`config.mk`:
```
export PLATFORM = sky130hd
export DESIGN_NAME = pll_reference_and_feedback_divider
export DESIGN_NICKNAME = d
export VERILOG_FILES = /design/src/inc/pll_div_pkg.sv /design/src/verilog/pll_reference_and_feedback_divider.sv
export VERILOG_INCLUDE_DIRS = /design/src /design/src/inc
export SDC_FILE = /design/constraint.sdc
export NUM_CORES = 1
export LEC_CHECK = 0
export ABC_AREA = 1
export BUFFER_PORTS_ARGS = -buffer_cell sky130_fd_sc_hd__buf_2
export CAP_MARGIN = 25
export CELL_PAD_IN_SITES_DETAIL_PLACEMENT = 0
export CELL_PAD_IN_SITES_GLOBAL_PLACEMENT = 1
export CORE_MARGIN = 3
export CORE_UTILIZATION = 40
export DETAILED_ROUTE_END_ITERATION = 6
export GPL_TIMING_DRIVEN = 0
export PLACE_DENSITY = 0.84
export SETUP_SLACK_MARGIN = 0.4
export SYNTH_ARGS = -nofsm -noshare
export SYNTH_HDL_FRONTEND = slang
export SYNTH_SLANG_ARGS = --single-unit
```
`constraint.sdc`:
```
create_clock -name hclk -period 3.93 [get_ports hclk]
set_clock_uncertainty 0.2 [all_clocks]
set_input_delay 0.786 -clock hclk [delete_from_list [all_inputs] [get_ports hclk]]
set_output_delay 0.786 -clock hclk [all_outputs]
set_load 0.005 [all_outputs]
```
`src/inc/pll_div_cfg.svh`:
```
`ifndef PLL_DIV_CFG_SVH
`define PLL_DIV_CFG_SVH
// register indices (printed offsets, byte address = 4 * index)
`define IDX_INT_LOW        12'h200
`define IDX_INT_HIGH       12'h201
`define IDX_FRAC_LOW       12'h202
`define IDX_FRAC_MID       12'h203
`define IDX_FRAC_HIGH      12'h204
`define IDX_DEN_LOW        12'h208
`define IDX_DEN_MID        12'h209
`define IDX_DEN_HIGH       12'h20A
`define IDX_REF_DIV_LOW    12'h20C
`define IDX_REF_DIV_HIGH   12'h20D
`define IDX_REF_PATH       12'h20E
`define IDX_PUMP_CURRENT   12'h22E
`define IDX_STATUS         12'h230
// field positions in ref_path_config
`define BIT_HALF_SEL       0
`define BIT_SRC_SEL        1
`define BIT_DOUBLER        2
// reset values
`define RST_INT            16'h00A7
`define RST_FRAC           24'h000002
`define RST_DEN            24'h000003
`define RST_REF_DIV        10'h001
`define RST_REF_PATH       8'h00
`define RST_PUMP_CODE      4'h3
// timing and integer limit
`define PFD_DELAY_NS       40
`define CLK_PERIOD_NS      20
`define PFD_DELAY_CYC      ((`PFD_DELAY_NS + `CLK_PERIOD_NS - 1) / `CLK_PERIOD_NS)
`define INT_MIN            16'h004B
`endif

```
`src/inc/pll_div_pkg.sv`:
```
package pll_div_pkg;
    typedef enum logic [1:0] {
        PFD_IDLE  = 2'b00,
        PFD_UP    = 2'b01,
        PFD_RESET = 2'b11,
        PFD_DOWN  = 2'b10
    } pfd_state_type;
endpackage

```
`src/verilog/pll_reference_and_feedback_divider.sv`:
```
// What this block does
// - source bit: 0 crystal, 1 external
// - doubler bit doubles reference, else bypass
// - ten bit reference counter, 1..1023
// - ratio one bypasses reference counter
// - halving bit adds divide-by-two stage
// - comparison rate follows doubler/ratio/halving formula
// - VCO equals comparison times N
// - feedback divides VCO by INT+FRAC/DEN
// - integer sixteen bits, 75..65535 valid
// - fraction, denominator twenty-four bits each
// - zero fraction means integer-N mode
// - detector compares reference and feedback edges
// - fixed delay gives minimum pulse widths
// - four bit pump code, (code+1)*312.5uA
// - pump code resets to three
// - N values at 0x200..0x20A
// - pump code register at 0x22E
// - integer low write applies, starts calibration
`include "pll_div_cfg.svh"
module pll_reference_and_feedback_divider #(
    parameter int DELAY_CYC = `PFD_DELAY_CYC
) (
    input  wire logic        hclk,          // bus and logic clock
    input  wire logic        hresetn,       // async reset, active low
    input  wire logic        hsel,          // slave select
    input  wire logic [31:0] haddr,         // byte address
    input  wire logic [1:0]  htrans,        // transfer type
    input  wire logic        hwrite,        // write when high
    input  wire logic [2:0]  hsize,         // transfer size
    input  wire logic        hready,        // bus ready in
    input  wire logic [31:0] hwdata,        // write data
    output logic      [31:0] hrdata,        // read data
    output logic             hreadyout,     // always ready
    output logic             hresp,         // always okay
    input  wire logic        xtal_clk_in,   // crystal reference pin
    input  wire logic        ext_ref_in,    // single-ended reference pin
    input  wire logic        vco_fb_in,     // divided VCO feedback pin
    output logic             pump_up,       // charge pump up
    output logic             pump_down,     // charge pump down
    output logic [3:0]       pump_current_code, // pump current setting
    output logic             ref_div_out,   // comparison-rate reference
    output logic             fb_div_out,    // comparison-rate feedback
    output logic             autocal_start  // one-cycle calibration kick
);
    // staged (software visible) and active N settings
    logic [15:0] int_stage, int_act;
    logic [23:0] frac_stage, frac_act, den_stage, den_act;
    logic [9:0]  ref_div_ratio;
    logic [7:0]  ref_path_config;
    logic        int_invalid;
    // declared early: the read mux and synchronisers use them first
    logic        ref_sel;
    logic        frac_mode;
    logic        pfd_busy;

    // bus address phase capture
    logic        dp_write, dp_read;
    logic [11:0] dp_idx;
    wire         addr_ok   = hsel && hready && htrans[1];
    wire  [11:0] addr_idx  = haddr[13:2];
    wire  [7:0]  wbyte     = hwdata[7:0];
    wire         wr_int_lo = dp_write && dp_idx == `IDX_INT_LOW;

    function automatic logic wr_at(input logic [11:0] idx);
        wr_at = dp_write && dp_idx == idx;
    endfunction

    always_ff @(posedge hclk or negedge hresetn) begin
        if (!hresetn) begin
            dp_write <= 1'b0;
            dp_read  <= 1'b0;
            dp_idx   <= 12'h000;
        end else begin
            dp_write <= addr_ok && hwrite;
            dp_read  <= addr_ok && !hwrite;
            dp_idx   <= addr_idx;
        end
    end

    always_ff @(posedge hclk or negedge hresetn) begin
        if (!hresetn) begin
            int_stage         <= `RST_INT;
            frac_stage        <= `RST_FRAC;
            den_stage         <= `RST_DEN;
            ref_div_ratio     <= `RST_REF_DIV;
            ref_path_config   <= `RST_REF_PATH;
            pump_current_code <= `RST_PUMP_CODE;
        end else begin
            if (wr_at(`IDX_INT_LOW))       int_stage[7:0]    <= wbyte;
            if (wr_at(`IDX_INT_HIGH))      int_stage[15:8]   <= wbyte;
            if (wr_at(`IDX_FRAC_LOW))      frac_stage[7:0]   <= wbyte;
            if (wr_at(`IDX_FRAC_MID))      frac_stage[15:8]  <= wbyte;
            if (wr_at(`IDX_FRAC_HIGH))     frac_stage[23:16] <= wbyte;
            if (wr_at(`IDX_DEN_LOW))       den_stage[7:0]    <= wbyte;
            if (wr_at(`IDX_DEN_MID))       den_stage[15:8]   <= wbyte;
            if (wr_at(`IDX_DEN_HIGH))      den_stage[23:16]  <= wbyte;
            if (wr_at(`IDX_REF_DIV_LOW))   ref_div_ratio[7:0] <= wbyte;
            if (wr_at(`IDX_REF_DIV_HIGH))  ref_div_ratio[9:8] <= hwdata[1:0];
            if (wr_at(`IDX_REF_PATH))      ref_path_config   <= {5'h00, hwdata[2:0]};
            if (wr_at(`IDX_PUMP_CURRENT))  pump_current_code <= hwdata[3:0];
        end
    end

    // double-buffered apply on integer low write
    always_ff @(posedge hclk or negedge hresetn) begin
        if (!hresetn) begin
            int_act       <= `RST_INT;
            frac_act      <= `RST_FRAC;
            den_act       <= `RST_DEN;
            autocal_start <= 1'b0;
        end else begin
            autocal_start <= wr_int_lo;
            if (wr_int_lo) begin
                int_act  <= {int_stage[15:8], wbyte};
                frac_act <= frac_stage;
                den_act  <= (den_stage == 24'h000000) ? 24'h000001 : den_stage;
            end
        end
    end

    assign int_invalid = int_act < `INT_MIN;

    // read mux
    logic [31:0] rd_mux;
    always_comb begin
        unique case (dp_idx)
            `IDX_INT_LOW:      rd_mux = {24'h000000, int_stage[7:0]};
            `IDX_INT_HIGH:     rd_mux = {24'h000000, int_stage[15:8]};
            `IDX_FRAC_LOW:     rd_mux = {24'h000000, frac_stage[7:0]};
            `IDX_FRAC_MID:     rd_mux = {24'h000000, frac_stage[15:8]};
            `IDX_FRAC_HIGH:    rd_mux = {24'h000000, frac_stage[23:16]};
            `IDX_DEN_LOW:      rd_mux = {24'h000000, den_stage[7:0]};
            `IDX_DEN_MID:      rd_mux = {24'h000000, den_stage[15:8]};
            `IDX_DEN_HIGH:     rd_mux = {24'h000000, den_stage[23:16]};
            `IDX_REF_DIV_LOW:  rd_mux = {24'h000000, ref_div_ratio[7:0]};
            `IDX_REF_DIV_HIGH: rd_mux = {30'h0000000, ref_div_ratio[9:8]};
            `IDX_REF_PATH:     rd_mux = {24'h000000, ref_path_config};
            `IDX_PUMP_CURRENT: rd_mux = {28'h0000000, pump_current_code};
            `IDX_STATUS:       rd_mux = {29'h0000000, int_invalid, frac_mode, pfd_busy};
            default:           rd_mux = 32'h00000000;
        endcase
    end

    // read data valid in the data phase; no wait states
    assign hrdata    = dp_read ? rd_mux : 32'h00000000;
    assign hreadyout = 1'b1;
    assign hresp     = 1'b0;

    // pin synchronisers
    logic [1:0] xtal_sync, ext_sync, fb_sync;
    logic       ref_q, fb_q;
    always_ff @(posedge hclk or negedge hresetn) begin
        if (!hresetn) begin
            xtal_sync <= 2'b00;
            ext_sync  <= 2'b00;
            fb_sync   <= 2'b00;
            ref_q     <= 1'b0;
            fb_q      <= 1'b0;
        end else begin
            xtal_sync <= {xtal_sync[0], xtal_clk_in};
            ext_sync  <= {ext_sync[0], ext_ref_in};
            fb_sync   <= {fb_sync[0], vco_fb_in};
            ref_q     <= ref_sel;
            fb_q      <= fb_sync[1];
        end
    end

    // source switch is not glitch free: a change may add one stray edge
    assign ref_sel = ref_path_config[`BIT_SRC_SEL] ? ext_sync[1] : xtal_sync[1];
    wire ref_rise = ref_sel && !ref_q;
    // doubler: both edges count as reference events
    wire ref_edge = ref_path_config[`BIT_DOUBLER] ? (ref_sel ^ ref_q) : ref_rise;
    wire fb_rise  = fb_sync[1] && !fb_q;

    // reference counter then optional halver
    logic [9:0] ref_count;
    logic       half_phase;
    wire        div_one  = ref_div_ratio <= 10'h001;
    wire        rc_pulse = ref_edge && (div_one || ref_count == ref_div_ratio - 10'h001);
    wire        ref_tick = rc_pulse && (!ref_path_config[`BIT_HALF_SEL] || half_phase);
    always_ff @(posedge hclk or negedge hresetn) begin
        if (!hresetn) begin
            ref_count  <= 10'h000;
            half_phase <= 1'b0;
        end else begin
            if (rc_pulse)
                ref_count <= 10'h000;
            else if (ref_edge)
                ref_count <= ref_count + 10'h001;
            if (rc_pulse)
                half_phase <= !half_phase;
        end
    end

    // fractional feedback divider
    logic [15:0] fb_count;
    logic [23:0] accum;
    logic        extra;
    assign frac_mode = frac_act != 24'h000000;
    wire  [24:0] acc_sum   = {1'b0, accum} + {1'b0, frac_act};
    wire         acc_ovf   = acc_sum >= {1'b0, den_act};
    wire  [15:0] fb_limit  = extra ? int_act : int_act - 16'h0001;
    wire         fb_tick   = fb_rise && fb_count >= fb_limit;
    always_ff @(posedge hclk or negedge hresetn) begin
        if (!hresetn) begin
            fb_count <= 16'h0000;
            accum    <= 24'h000000;
            extra    <= 1'b0;
        end else if (wr_int_lo) begin
            fb_count <= 16'h0000;
            accum    <= 24'h000000;
            extra    <= 1'b0;
        end else if (fb_tick) begin
            fb_count <= 16'h0000;
            if (frac_mode) begin
                accum <= acc_ovf ? 24'(acc_sum - {1'b0, den_act}) : acc_sum[23:0];
                extra <= acc_ovf;
            end else begin
                accum <= 24'h000000;
                extra <= 1'b0;
            end
        end else if (fb_rise) begin
            fb_count <= fb_count + 16'h0001;
        end
    end

    // phase-frequency detector with fixed reset delay
    pll_div_pkg::pfd_state_type pfd_state, next_pfd_state;
    logic [7:0] delay_count;
    wire        delay_done = delay_count >= 8'(DELAY_CYC - 1);
    assign pfd_busy = pfd_state != pll_div_pkg::PFD_IDLE;
    always_comb begin
        next_pfd_state = pfd_state;
        unique case (pfd_state)
            pll_div_pkg::PFD_IDLE:
                if (ref_tick && fb_tick) next_pfd_state = pll_div_pkg::PFD_RESET;
                else if (ref_tick)       next_pfd_state = pll_div_pkg::PFD_UP;
                else if (fb_tick)        next_pfd_state = pll_div_pkg::PFD_DOWN;
            pll_div_pkg::PFD_UP:
                if (fb_tick) next_pfd_state = pll_div_pkg::PFD_RESET;
            pll_div_pkg::PFD_DOWN:
                if (ref_tick) next_pfd_state = pll_div_pkg::PFD_RESET;
            pll_div_pkg::PFD_RESET:
                if (delay_done) next_pfd_state = pll_div_pkg::PFD_IDLE;
        endcase
    end

    always_ff @(posedge hclk or negedge hresetn) begin
        if (!hresetn) begin
            pfd_state   <= pll_div_pkg::PFD_IDLE;
            delay_count <= 8'h00;
            pump_up     <= 1'b0;
            pump_down   <= 1'b0;
            ref_div_out <= 1'b0;
            fb_div_out  <= 1'b0;
        end else begin
            pfd_state   <= next_pfd_state;
            delay_count <= (pfd_state == pll_div_pkg::PFD_RESET) ? delay_count + 8'h01 : 8'h00;
            // both pumps on while the reset delay runs: no dead zone
            pump_up     <= next_pfd_state == pll_div_pkg::PFD_UP
                        || next_pfd_state == pll_div_pkg::PFD_RESET;
            pump_down   <= next_pfd_state == pll_div_pkg::PFD_DOWN
                        || next_pfd_state == pll_div_pkg::PFD_RESET;
            ref_div_out <= ref_tick;
            fb_div_out  <= fb_tick;
        end
    end

    a_pump_reset_val: assert property (@(posedge hclk) $rose(hresetn)
        |-> pump_current_code == `RST_PUMP_CODE) else $error("pump code not three");
    a_apply_on_intlo: assert property (@(posedge hclk) disable iff (!hresetn)
        wr_int_lo |=> autocal_start && int_act[7:0] == $past(wbyte)) else $error("apply lost");
    a_stage_holds: assert property (@(posedge hclk) disable iff (!hresetn)
        !wr_int_lo |=> $stable(int_act) && $stable(frac_act)) else $error("early apply");
    a_both_pumps_min: assert property (@(posedge hclk) disable iff (!hresetn)
        $rose(pump_up && pump_down) |-> (pump_up && pump_down) [*2]) else $error("no overlap");
    a_no_extra_int: assert property (@(posedge hclk) disable iff (!hresetn)
        !frac_mode && fb_tick |=> !extra) else $error("extra in integer mode");
    a_bypass_pulse: assert property (@(posedge hclk) disable iff (!hresetn)
        div_one && ref_edge |-> rc_pulse) else $error("bypass failed");
    a_up_on_ref: assert property (@(posedge hclk) disable iff (!hresetn)
        pfd_state == pll_div_pkg::PFD_IDLE && ref_tick && !fb_tick |=> pump_up && !pump_down)
        else $error("up missing");
    a_half_skip: assert property (@(posedge hclk) disable iff (!hresetn)
        ref_path_config[`BIT_HALF_SEL] && rc_pulse && !half_phase |-> !ref_tick)
        else $error("halver failed");

    // detector outputs mirror the current state, registered on the same edge
    a_pump_up_state: assert property (@(posedge hclk) disable iff (!hresetn)
        pump_up == (pfd_state == pll_div_pkg::PFD_UP || pfd_state == pll_div_pkg::PFD_RESET))
        else $error("up not from state");
    a_pump_dn_state: assert property (@(posedge hclk) disable iff (!hresetn)
        pump_down == (pfd_state == pll_div_pkg::PFD_DOWN || pfd_state == pll_div_pkg::PFD_RESET))
        else $error("down not from state");
    a_reset_len: assert property (@(posedge hclk) disable iff (!hresetn)
        $rose(pfd_state == pll_div_pkg::PFD_RESET) |-> (pfd_state == pll_div_pkg::PFD_RESET) [*2]
        ##1 pfd_state == pll_div_pkg::PFD_IDLE) else $error("reset window length");
    a_down_on_fb: assert property (@(posedge hclk) disable iff (!hresetn)
        pfd_state == pll_div_pkg::PFD_IDLE && fb_tick && !ref_tick |=> pump_down && !pump_up)
        else $error("down missing");
    a_both_to_reset: assert property (@(posedge hclk) disable iff (!hresetn)
        pfd_state == pll_div_pkg::PFD_IDLE && ref_tick && fb_tick
        |=> pfd_state == pll_div_pkg::PFD_RESET) else $error("coincident ticks");
    a_up_to_reset: assert property (@(posedge hclk) disable iff (!hresetn)
        pfd_state == pll_div_pkg::PFD_UP && fb_tick |=> pfd_state == pll_div_pkg::PFD_RESET)
        else $error("up not cleared");

    // apply restarts the feedback divider from a clean phase
    a_accum_cleared: assert property (@(posedge hclk) disable iff (!hresetn)
        wr_int_lo |=> accum == 24'h000000 && !extra && fb_count == 16'h0000)
        else $error("divider not restarted");
    a_accum_below: assert property (@(posedge hclk) disable iff (!hresetn)
        frac_mode && fb_tick && !wr_int_lo && accum < den_act && frac_act < den_act
        |=> accum < den_act) else $error("accumulator overrun");
    a_ovf_extra: assert property (@(posedge hclk) disable iff (!hresetn)
        frac_mode && fb_tick && acc_ovf && !wr_int_lo |=> extra)
        else $error("overflow lost");
    a_den_nonzero: assert property (@(posedge hclk) disable iff (!hresetn)
        den_act != 24'h000000) else $error("zero denominator");

    // reference path counting
    a_ref_restart: assert property (@(posedge hclk) disable iff (!hresetn)
        rc_pulse |=> ref_count == 10'h000) else $error("counter not restarted");
    a_ref_step: assert property (@(posedge hclk) disable iff (!hresetn)
        ref_edge && !rc_pulse |=> ref_count == $past(ref_count) + 10'h001)
        else $error("counter step");
    a_half_pass: assert property (@(posedge hclk) disable iff (!hresetn)
        ref_path_config[`BIT_HALF_SEL] && rc_pulse && half_phase |-> ref_tick)
        else $error("halver lost tick");
    a_half_off: assert property (@(posedge hclk) disable iff (!hresetn)
        !ref_path_config[`BIT_HALF_SEL] && rc_pulse |-> ref_tick)
        else $error("bypass lost tick");
    a_ref_out: assert property (@(posedge hclk) disable iff (!hresetn)
        ref_tick |=> ref_div_out) else $error("ref pulse missing");
    a_fb_out: assert property (@(posedge hclk) disable iff (!hresetn)
        fb_tick |=> fb_div_out) else $error("fb pulse missing");
    a_code_holds: assert property (@(posedge hclk) disable iff (!hresetn)
        !(dp_write && dp_idx == `IDX_PUMP_CURRENT) |=> $stable(pump_current_code))
        else $error("pump code changed");
endmodule // pll_reference_and_feedback_divider

```
Yosys cells after proc, flatten, opt, wreduce, memory -nomap -nowiden
Cells that the tools add are included.
- bits in registers: 234
- output and inout port bits: 43
- logic and storage cells: 132
- $add $sub $neg: 7
- magnitude comparators: 5
- eq/ne operators: 20
- mux-type cells: 26
- bitwise operators: 1
- reduce and logical (&&, ||, !) cells: 38
- operators by type and width (kind ; number):
    12-bit by 10-bit equality test with 1-bit output, second input constant ; 13
    24-bit 2-to-1 mux ; 5
    8-bit case mux with 13 select lines ; 1
    16-bit 2-to-1 mux ; 4
    32-bit 2-to-1 mux ; 1
    24-bit by 24-bit adder with 25-bit output ; 1
    25-bit by 24-bit >= comparator with 1-bit output ; 1
    24-bit logical NOT ; 1
    24-bit nonzero test ; 1
    24-bit subtractor ; 1
    1-bit logical AND ; 22
    10-bit 2-to-1 mux ; 2
    16-bit by 1-bit adder with 16-bit output, second input constant ; 1
    16-bit >= comparator ; 1
    16-bit by 7-bit less-than comparator with 1-bit output, second input constant ; 1
    16-bit by 1-bit subtractor with 16-bit output, second input constant ; 1
    2-bit 2-to-1 mux ; 6
    10-bit by 1-bit adder with 10-bit output, second input constant ; 1
    10-bit equality test ; 1
    10-bit by 1-bit <= comparator with 1-bit output, second input constant ; 1
    10-bit by 1-bit subtractor with 10-bit output, second input constant ; 1
    8-bit by 1-bit adder with 8-bit output, second input constant ; 1
    2-bit equality test, second input constant ; 4
    8-bit by 1-bit >= comparator with 1-bit output, second input constant ; 1
    10 further kinds ; 24

Depth between registers and ports, before layout
- depth after elaboration: 10
- gate-level depth with buffers: 27
- gate-level depth less buffers: 26

Worst setup path after synthesis
OpenSTA, ideal clock, no wires.
- path type: reg-to-reg
- start point: reg frac_act[1]
- end point: reg accum[3]
- setup time: 0.116 ns
- arrival time: 3.349 ns
- path slack: 0.265 ns
- stages on the path, launching flop included: 23
- cell sequence: dfstp_2 inv_1 fa_1 inv_1 nand2_1 nand2_1 nand2_1 o21ai_0 a21oi_1 xnor2_1 ha_1 a21oi_1 inv_1 nor2_1 nand2_1 nand2_1 nand3_1 nand2_1 nand2_2 buf_6 or2_1 nand2_1 nand2_1
- longest elaborated chain between the ends: 6
- elaborated cells between the ends (all ways): 8
- those cells by class: 2 x add/sub; 1 x order compare; 4 x mux; 1 x reduce/logical
- RTL lines (element ; line ; text):
    start, declared ; pll_reference_and_feedback_divider.sv:48 ; logic [23:0] frac_stage, frac_act, den_stage, den_act;
    start signal, assigned ; pll_reference_and_feedback_divider.sv:109 ; frac_act <= `RST_FRAC;
    start signal, assigned ; pll_reference_and_feedback_divider.sv:116 ; frac_act <= frac_stage;
    24-bit by 24-bit adder with 25-bit output ; pll_reference_and_feedback_divider.sv:201 ; wire [24:0] acc_sum = {1'b0, accum} + {1'b0, frac_act};
    24-bit subtractor / 25-bit by 24-bit >= comparator with 1-bit output (equally long branches) ; pll_reference_and_feedback_divider.sv:217, pll_reference_and_feedback_divider.sv:202 ;
    24-bit 2-to-1 mux ; pll_reference_and_feedback_divider.sv:217 ; accum <= acc_ovf ? 24'(acc_sum - {1'b0, den_act}) : acc_sum[23:0];
    24-bit 2-to-1 mux (*) ; pll_reference_and_feedback_divider.sv:216 ; if (frac_mode) begin
    24-bit 2-to-1 mux (*) ; pll_reference_and_feedback_divider.sv:214 ; end else if (fb_tick) begin
    24-bit 2-to-1 mux (*) ; pll_reference_and_feedback_divider.sv:210 ; end else if (wr_int_lo) begin
    end signal, assigned ; pll_reference_and_feedback_divider.sv:217 ;
    end, declared ; pll_reference_and_feedback_divider.sv:198 ; logic [23:0] accum;
Every way passes the cells marked *; elsewhere a longest branch is shown, timed or not. The select of a mux whose other input is x is not followed.
A chain may end at the register's enable or synchronous reset.

Worst setup path in the final report
- start point: reg frac_act[1]
- end point: reg accum[7]
Same word-level chain as after synthesis.

==> results.cfg <==
[drt]
met2_wirelength_mm = 20.3
wirelength_mm = 44.2
initialDrtViolationCount = 898
wl_met3_mm = 2.07
m1WireLength_mm = 20.1
wl_per_cell_um = 17.1
top_layer_used = met4
viasPerCell = 5.20
antenna_left = 0
drc_errors = 0
dr.pass1.iters = 6
vias = 13500

[placement]
gp_congestion = 0.919
placement.io_buffers = 45
dp_hpwl_mm = 32.9
placed_cell_area_mm2 = 0.0152

[synth]
synth-main-ff-cell = dfrtp_1
syn_avg_cell_area_um2 = 7.30
synth_top_area_share = 0.372
ys_ff_latch = 225
synthCells = 1945
synth_common_cells = nand2_1 (541), inv_1 (254), dfrtp_1 (211)
synth_edf_count = 0
synth-async-reset-ratio = 1.00
synth_area_mm2 = 0.0142
synth_area_leaders = dfrtp_1 (37%), nand2_1 (14%), inv_1 (6.7%)
ys_warn_count = 0
synth.distinct_cells = 48
ys_seq_area_frac = 0.398
yosysMostFrequentCell = nand2_1
synth_top_area_cell = dfrtp_1

[setup_path]
critPathKind = reg -> reg
critPathLaunch = frac_act[1]$_DFFE_PN1P_
r2r_slack_ps = 4
start_kind = register
ff2ff_path_depth = 24
cp_max_fo = 5
r2r-start = frac_act[1]$_DFFE_PN1P_
required_ps = 4190
crit_arrival_ps = 4190
end_kind = register
reg2reg_to = accum[7]$_DFFE_PN0P_

[power_and_ir_drop]
power_frac_comb = 0.076
sequentialPowerShare = 0.452
switching_share = 0.255
leakagePower_uw = 0.00966
irDropWorstVdd_uv = 409
power_density_mw_per_mm2 = 304
p_sw_uw = 1380
internal-power_uw = 4040
power_frac_clock = 0.472

[global_route]
grt_pass1_vias = 13000
antenna_found_initial = 0
grt_overflow = 0
grt_max_degree = 114
grt_pass1_wl_mm = 69.1
grt_usage = 0.225

[cells_and_area]
n_antenna_cell = 0
drive_above_1_share = 0.205
fillers = 3347
nNetsFinal = 2265
fin_area_mm2 = 0.0178
fin_util = 0.512
area_growth_pct = 25.4
multi_input_area_mm2 = 0.00838
final-seq-area_mm2 = 0.00565

[floorplan]
start_util = 0.408
die_y_um = 194
io_pins = 120
core_mm2 = 0.0348
dieArea_mm2 = 0.0378
die_x_um = 194
core.rowCount = 68

[cts]
htree_levels = 1
tritoncts = built
root_buffer = clkbuf_16
clock_path_buffers = 3
cts.reportedPaths.clkPinSlew_ps = 60
cts_made_buffers = 27
clkLatencyLatePin_ps = 570
clock_sinks = 225

[sta]
slew_violations = 0
tns_ps = 0
hold_viol = 0
period_share = 0.999
rsz0062_at_grt = true
finalSetupViolCount = 0
fmaxAchievable_mhz = 255
slew_headroom = 0.453
worst_pin_slew_ps = 820
hold-worst-slack_ps = 119
period_minus_slack_ps = 3930

[hold_path]
hold_depth = 1
worstHoldStart = haddr[13]
hold_end = dp_idx[11]$_DFF_PN0_
hold_path.class = in -> reg

[flow_run]
drv_cap = 0

[status]
status = completed
==> through the flow <==
step | setup slack (ps) | instances | power (µW)
after global placement | -2190 | 2469 | 2860
final | 4.28 | 2588 | 5420
after floorplan | 422 | 1969 | 2720
after global routing | -175 | 2588 | 5650
after CTS | 101 | 2567 | 5450
after detailed placement | -580 | 2471 | 2880
==> power groups by stage <==
| stage | combinational [µW] | sequential [µW] | clock (µW) |
|---|---|---|---|
| 6_report | 413 | 2450 | 2550 |
| 5_1_grt | 477 | 2460 | 2710 |
| 4_1_cts | 402 | 2450 | 2600 |
| 3_5_place_dp | 387 | 2490 | 0 |
| 3_3_place_gp | 371 | 2490 | 0 |
| 2_1_floorplan | 250 | 2470 | 0 |
==> state kept, by name (all words and copies together), names as in the netlist, 10 cells and up <==
name,flops
accum,24
dp_idx,12
ref_count,10
den_act,24
ref_div_ratio,10
frac_stage,24
fb_count,16
int_stage,15
frac_act,24
den_stage,24
==> worst max path at each step <==
stage,slack (ps),cells after the start,to
2_1_floorplan,420,26,accum[5]$_DFFE_PN0P_
3_3_place_gp,-2190,1,delay_count[6]$_DFF_PN0_
3_5_place_dp,-580,20,accum[18]$_DFFE_PN0P_
4_1_cts,100,24,accum[5]$_DFFE_PN0P_
5_1_grt,-170,25,accum[7]$_DFFE_PN0P_
6_report,4,24,accum[7]$_DFFE_PN0P_
==> worst max-delay path, cell delays in order, from the launching register on <==
cell,delay (ps)
dfstp_2,530
inv_2,50
fa_2,380
inv_2,70
nand2_2,50
nand2_2,80
nand2_4,70
o21ai_4,220
a21oi_4,120
o211ai_1,230
nand2_2,130
ha_4,260
a21oi_4,130
nor2_1,50
nor2_1,150
nand2_1,120
nand2_2,100
nand3_2,80
nand2_2,110
nand2_4,100
buf_12,140
nor2_8,160
buf_8,170
nand2_1,50
nand3_1,80
==> logic make-up after synthesis <==
family          share of synthesized area
flops                               0.398
other cells                      0.000529
xor+xnor                           0.0370
compound gates                      0.123
buf+inv                            0.0972
fa+ha+maj                          0.0680
simple gates                        0.277
==> cell usage in the layout (no fill, tap or decap), types with 18 or more instances in the layout <==
cell / instances
clkbuf_16: 27
dfrtp_1: 210
o21ai_0: 157
nand2_4: 20
nand3_2: 34
buf_4: 78
nor3_1: 27
nand2_1: 494
inv_1: 242
ha_4: 19
nand4_1: 32
nor2_1: 143
ha_1: 46
a21oi_2: 18
xor2_1: 36
inv_2: 19
nand2_2: 32
buf_2: 50
o21ai_1: 41
clkbuf_1: 23
a21oi_1: 62
conb_1: 26
nand3_1: 72
==> area by class of cell <==
| type | instances | area share |
|---|---|---|
| flip-flops and latches | 225 | 0.317 |
| clock buffers | 36 | 0.0426 |
| well taps | 455 | 0.0320 |
| repair buffers | 113 | 0.0482 |
| clock inverters | 14 | 0.00906 |
| plain buffers | 62 | 0.0237 |
| multi-input cells | 1418 | 0.471 |
| inverters | 265 | 0.0568 |
==> layer usage <==
metal  vias up  global-route usage
met5         -                   0
met2       358               0.366
met1      6403               0.313
li1       6595                   -
met3        96              0.0283
met4         0              0.0766
==> what timing repair did <==
item,CTS,global route
endpoints found under the setup margin,51,51
resized for setup,145,129
cloned,3,2
hold endpoints to repair,38,0
pin swaps,49,37
setup buffers,42,19
hold buffers,1,0
Power figures use the tool's default switching activity.
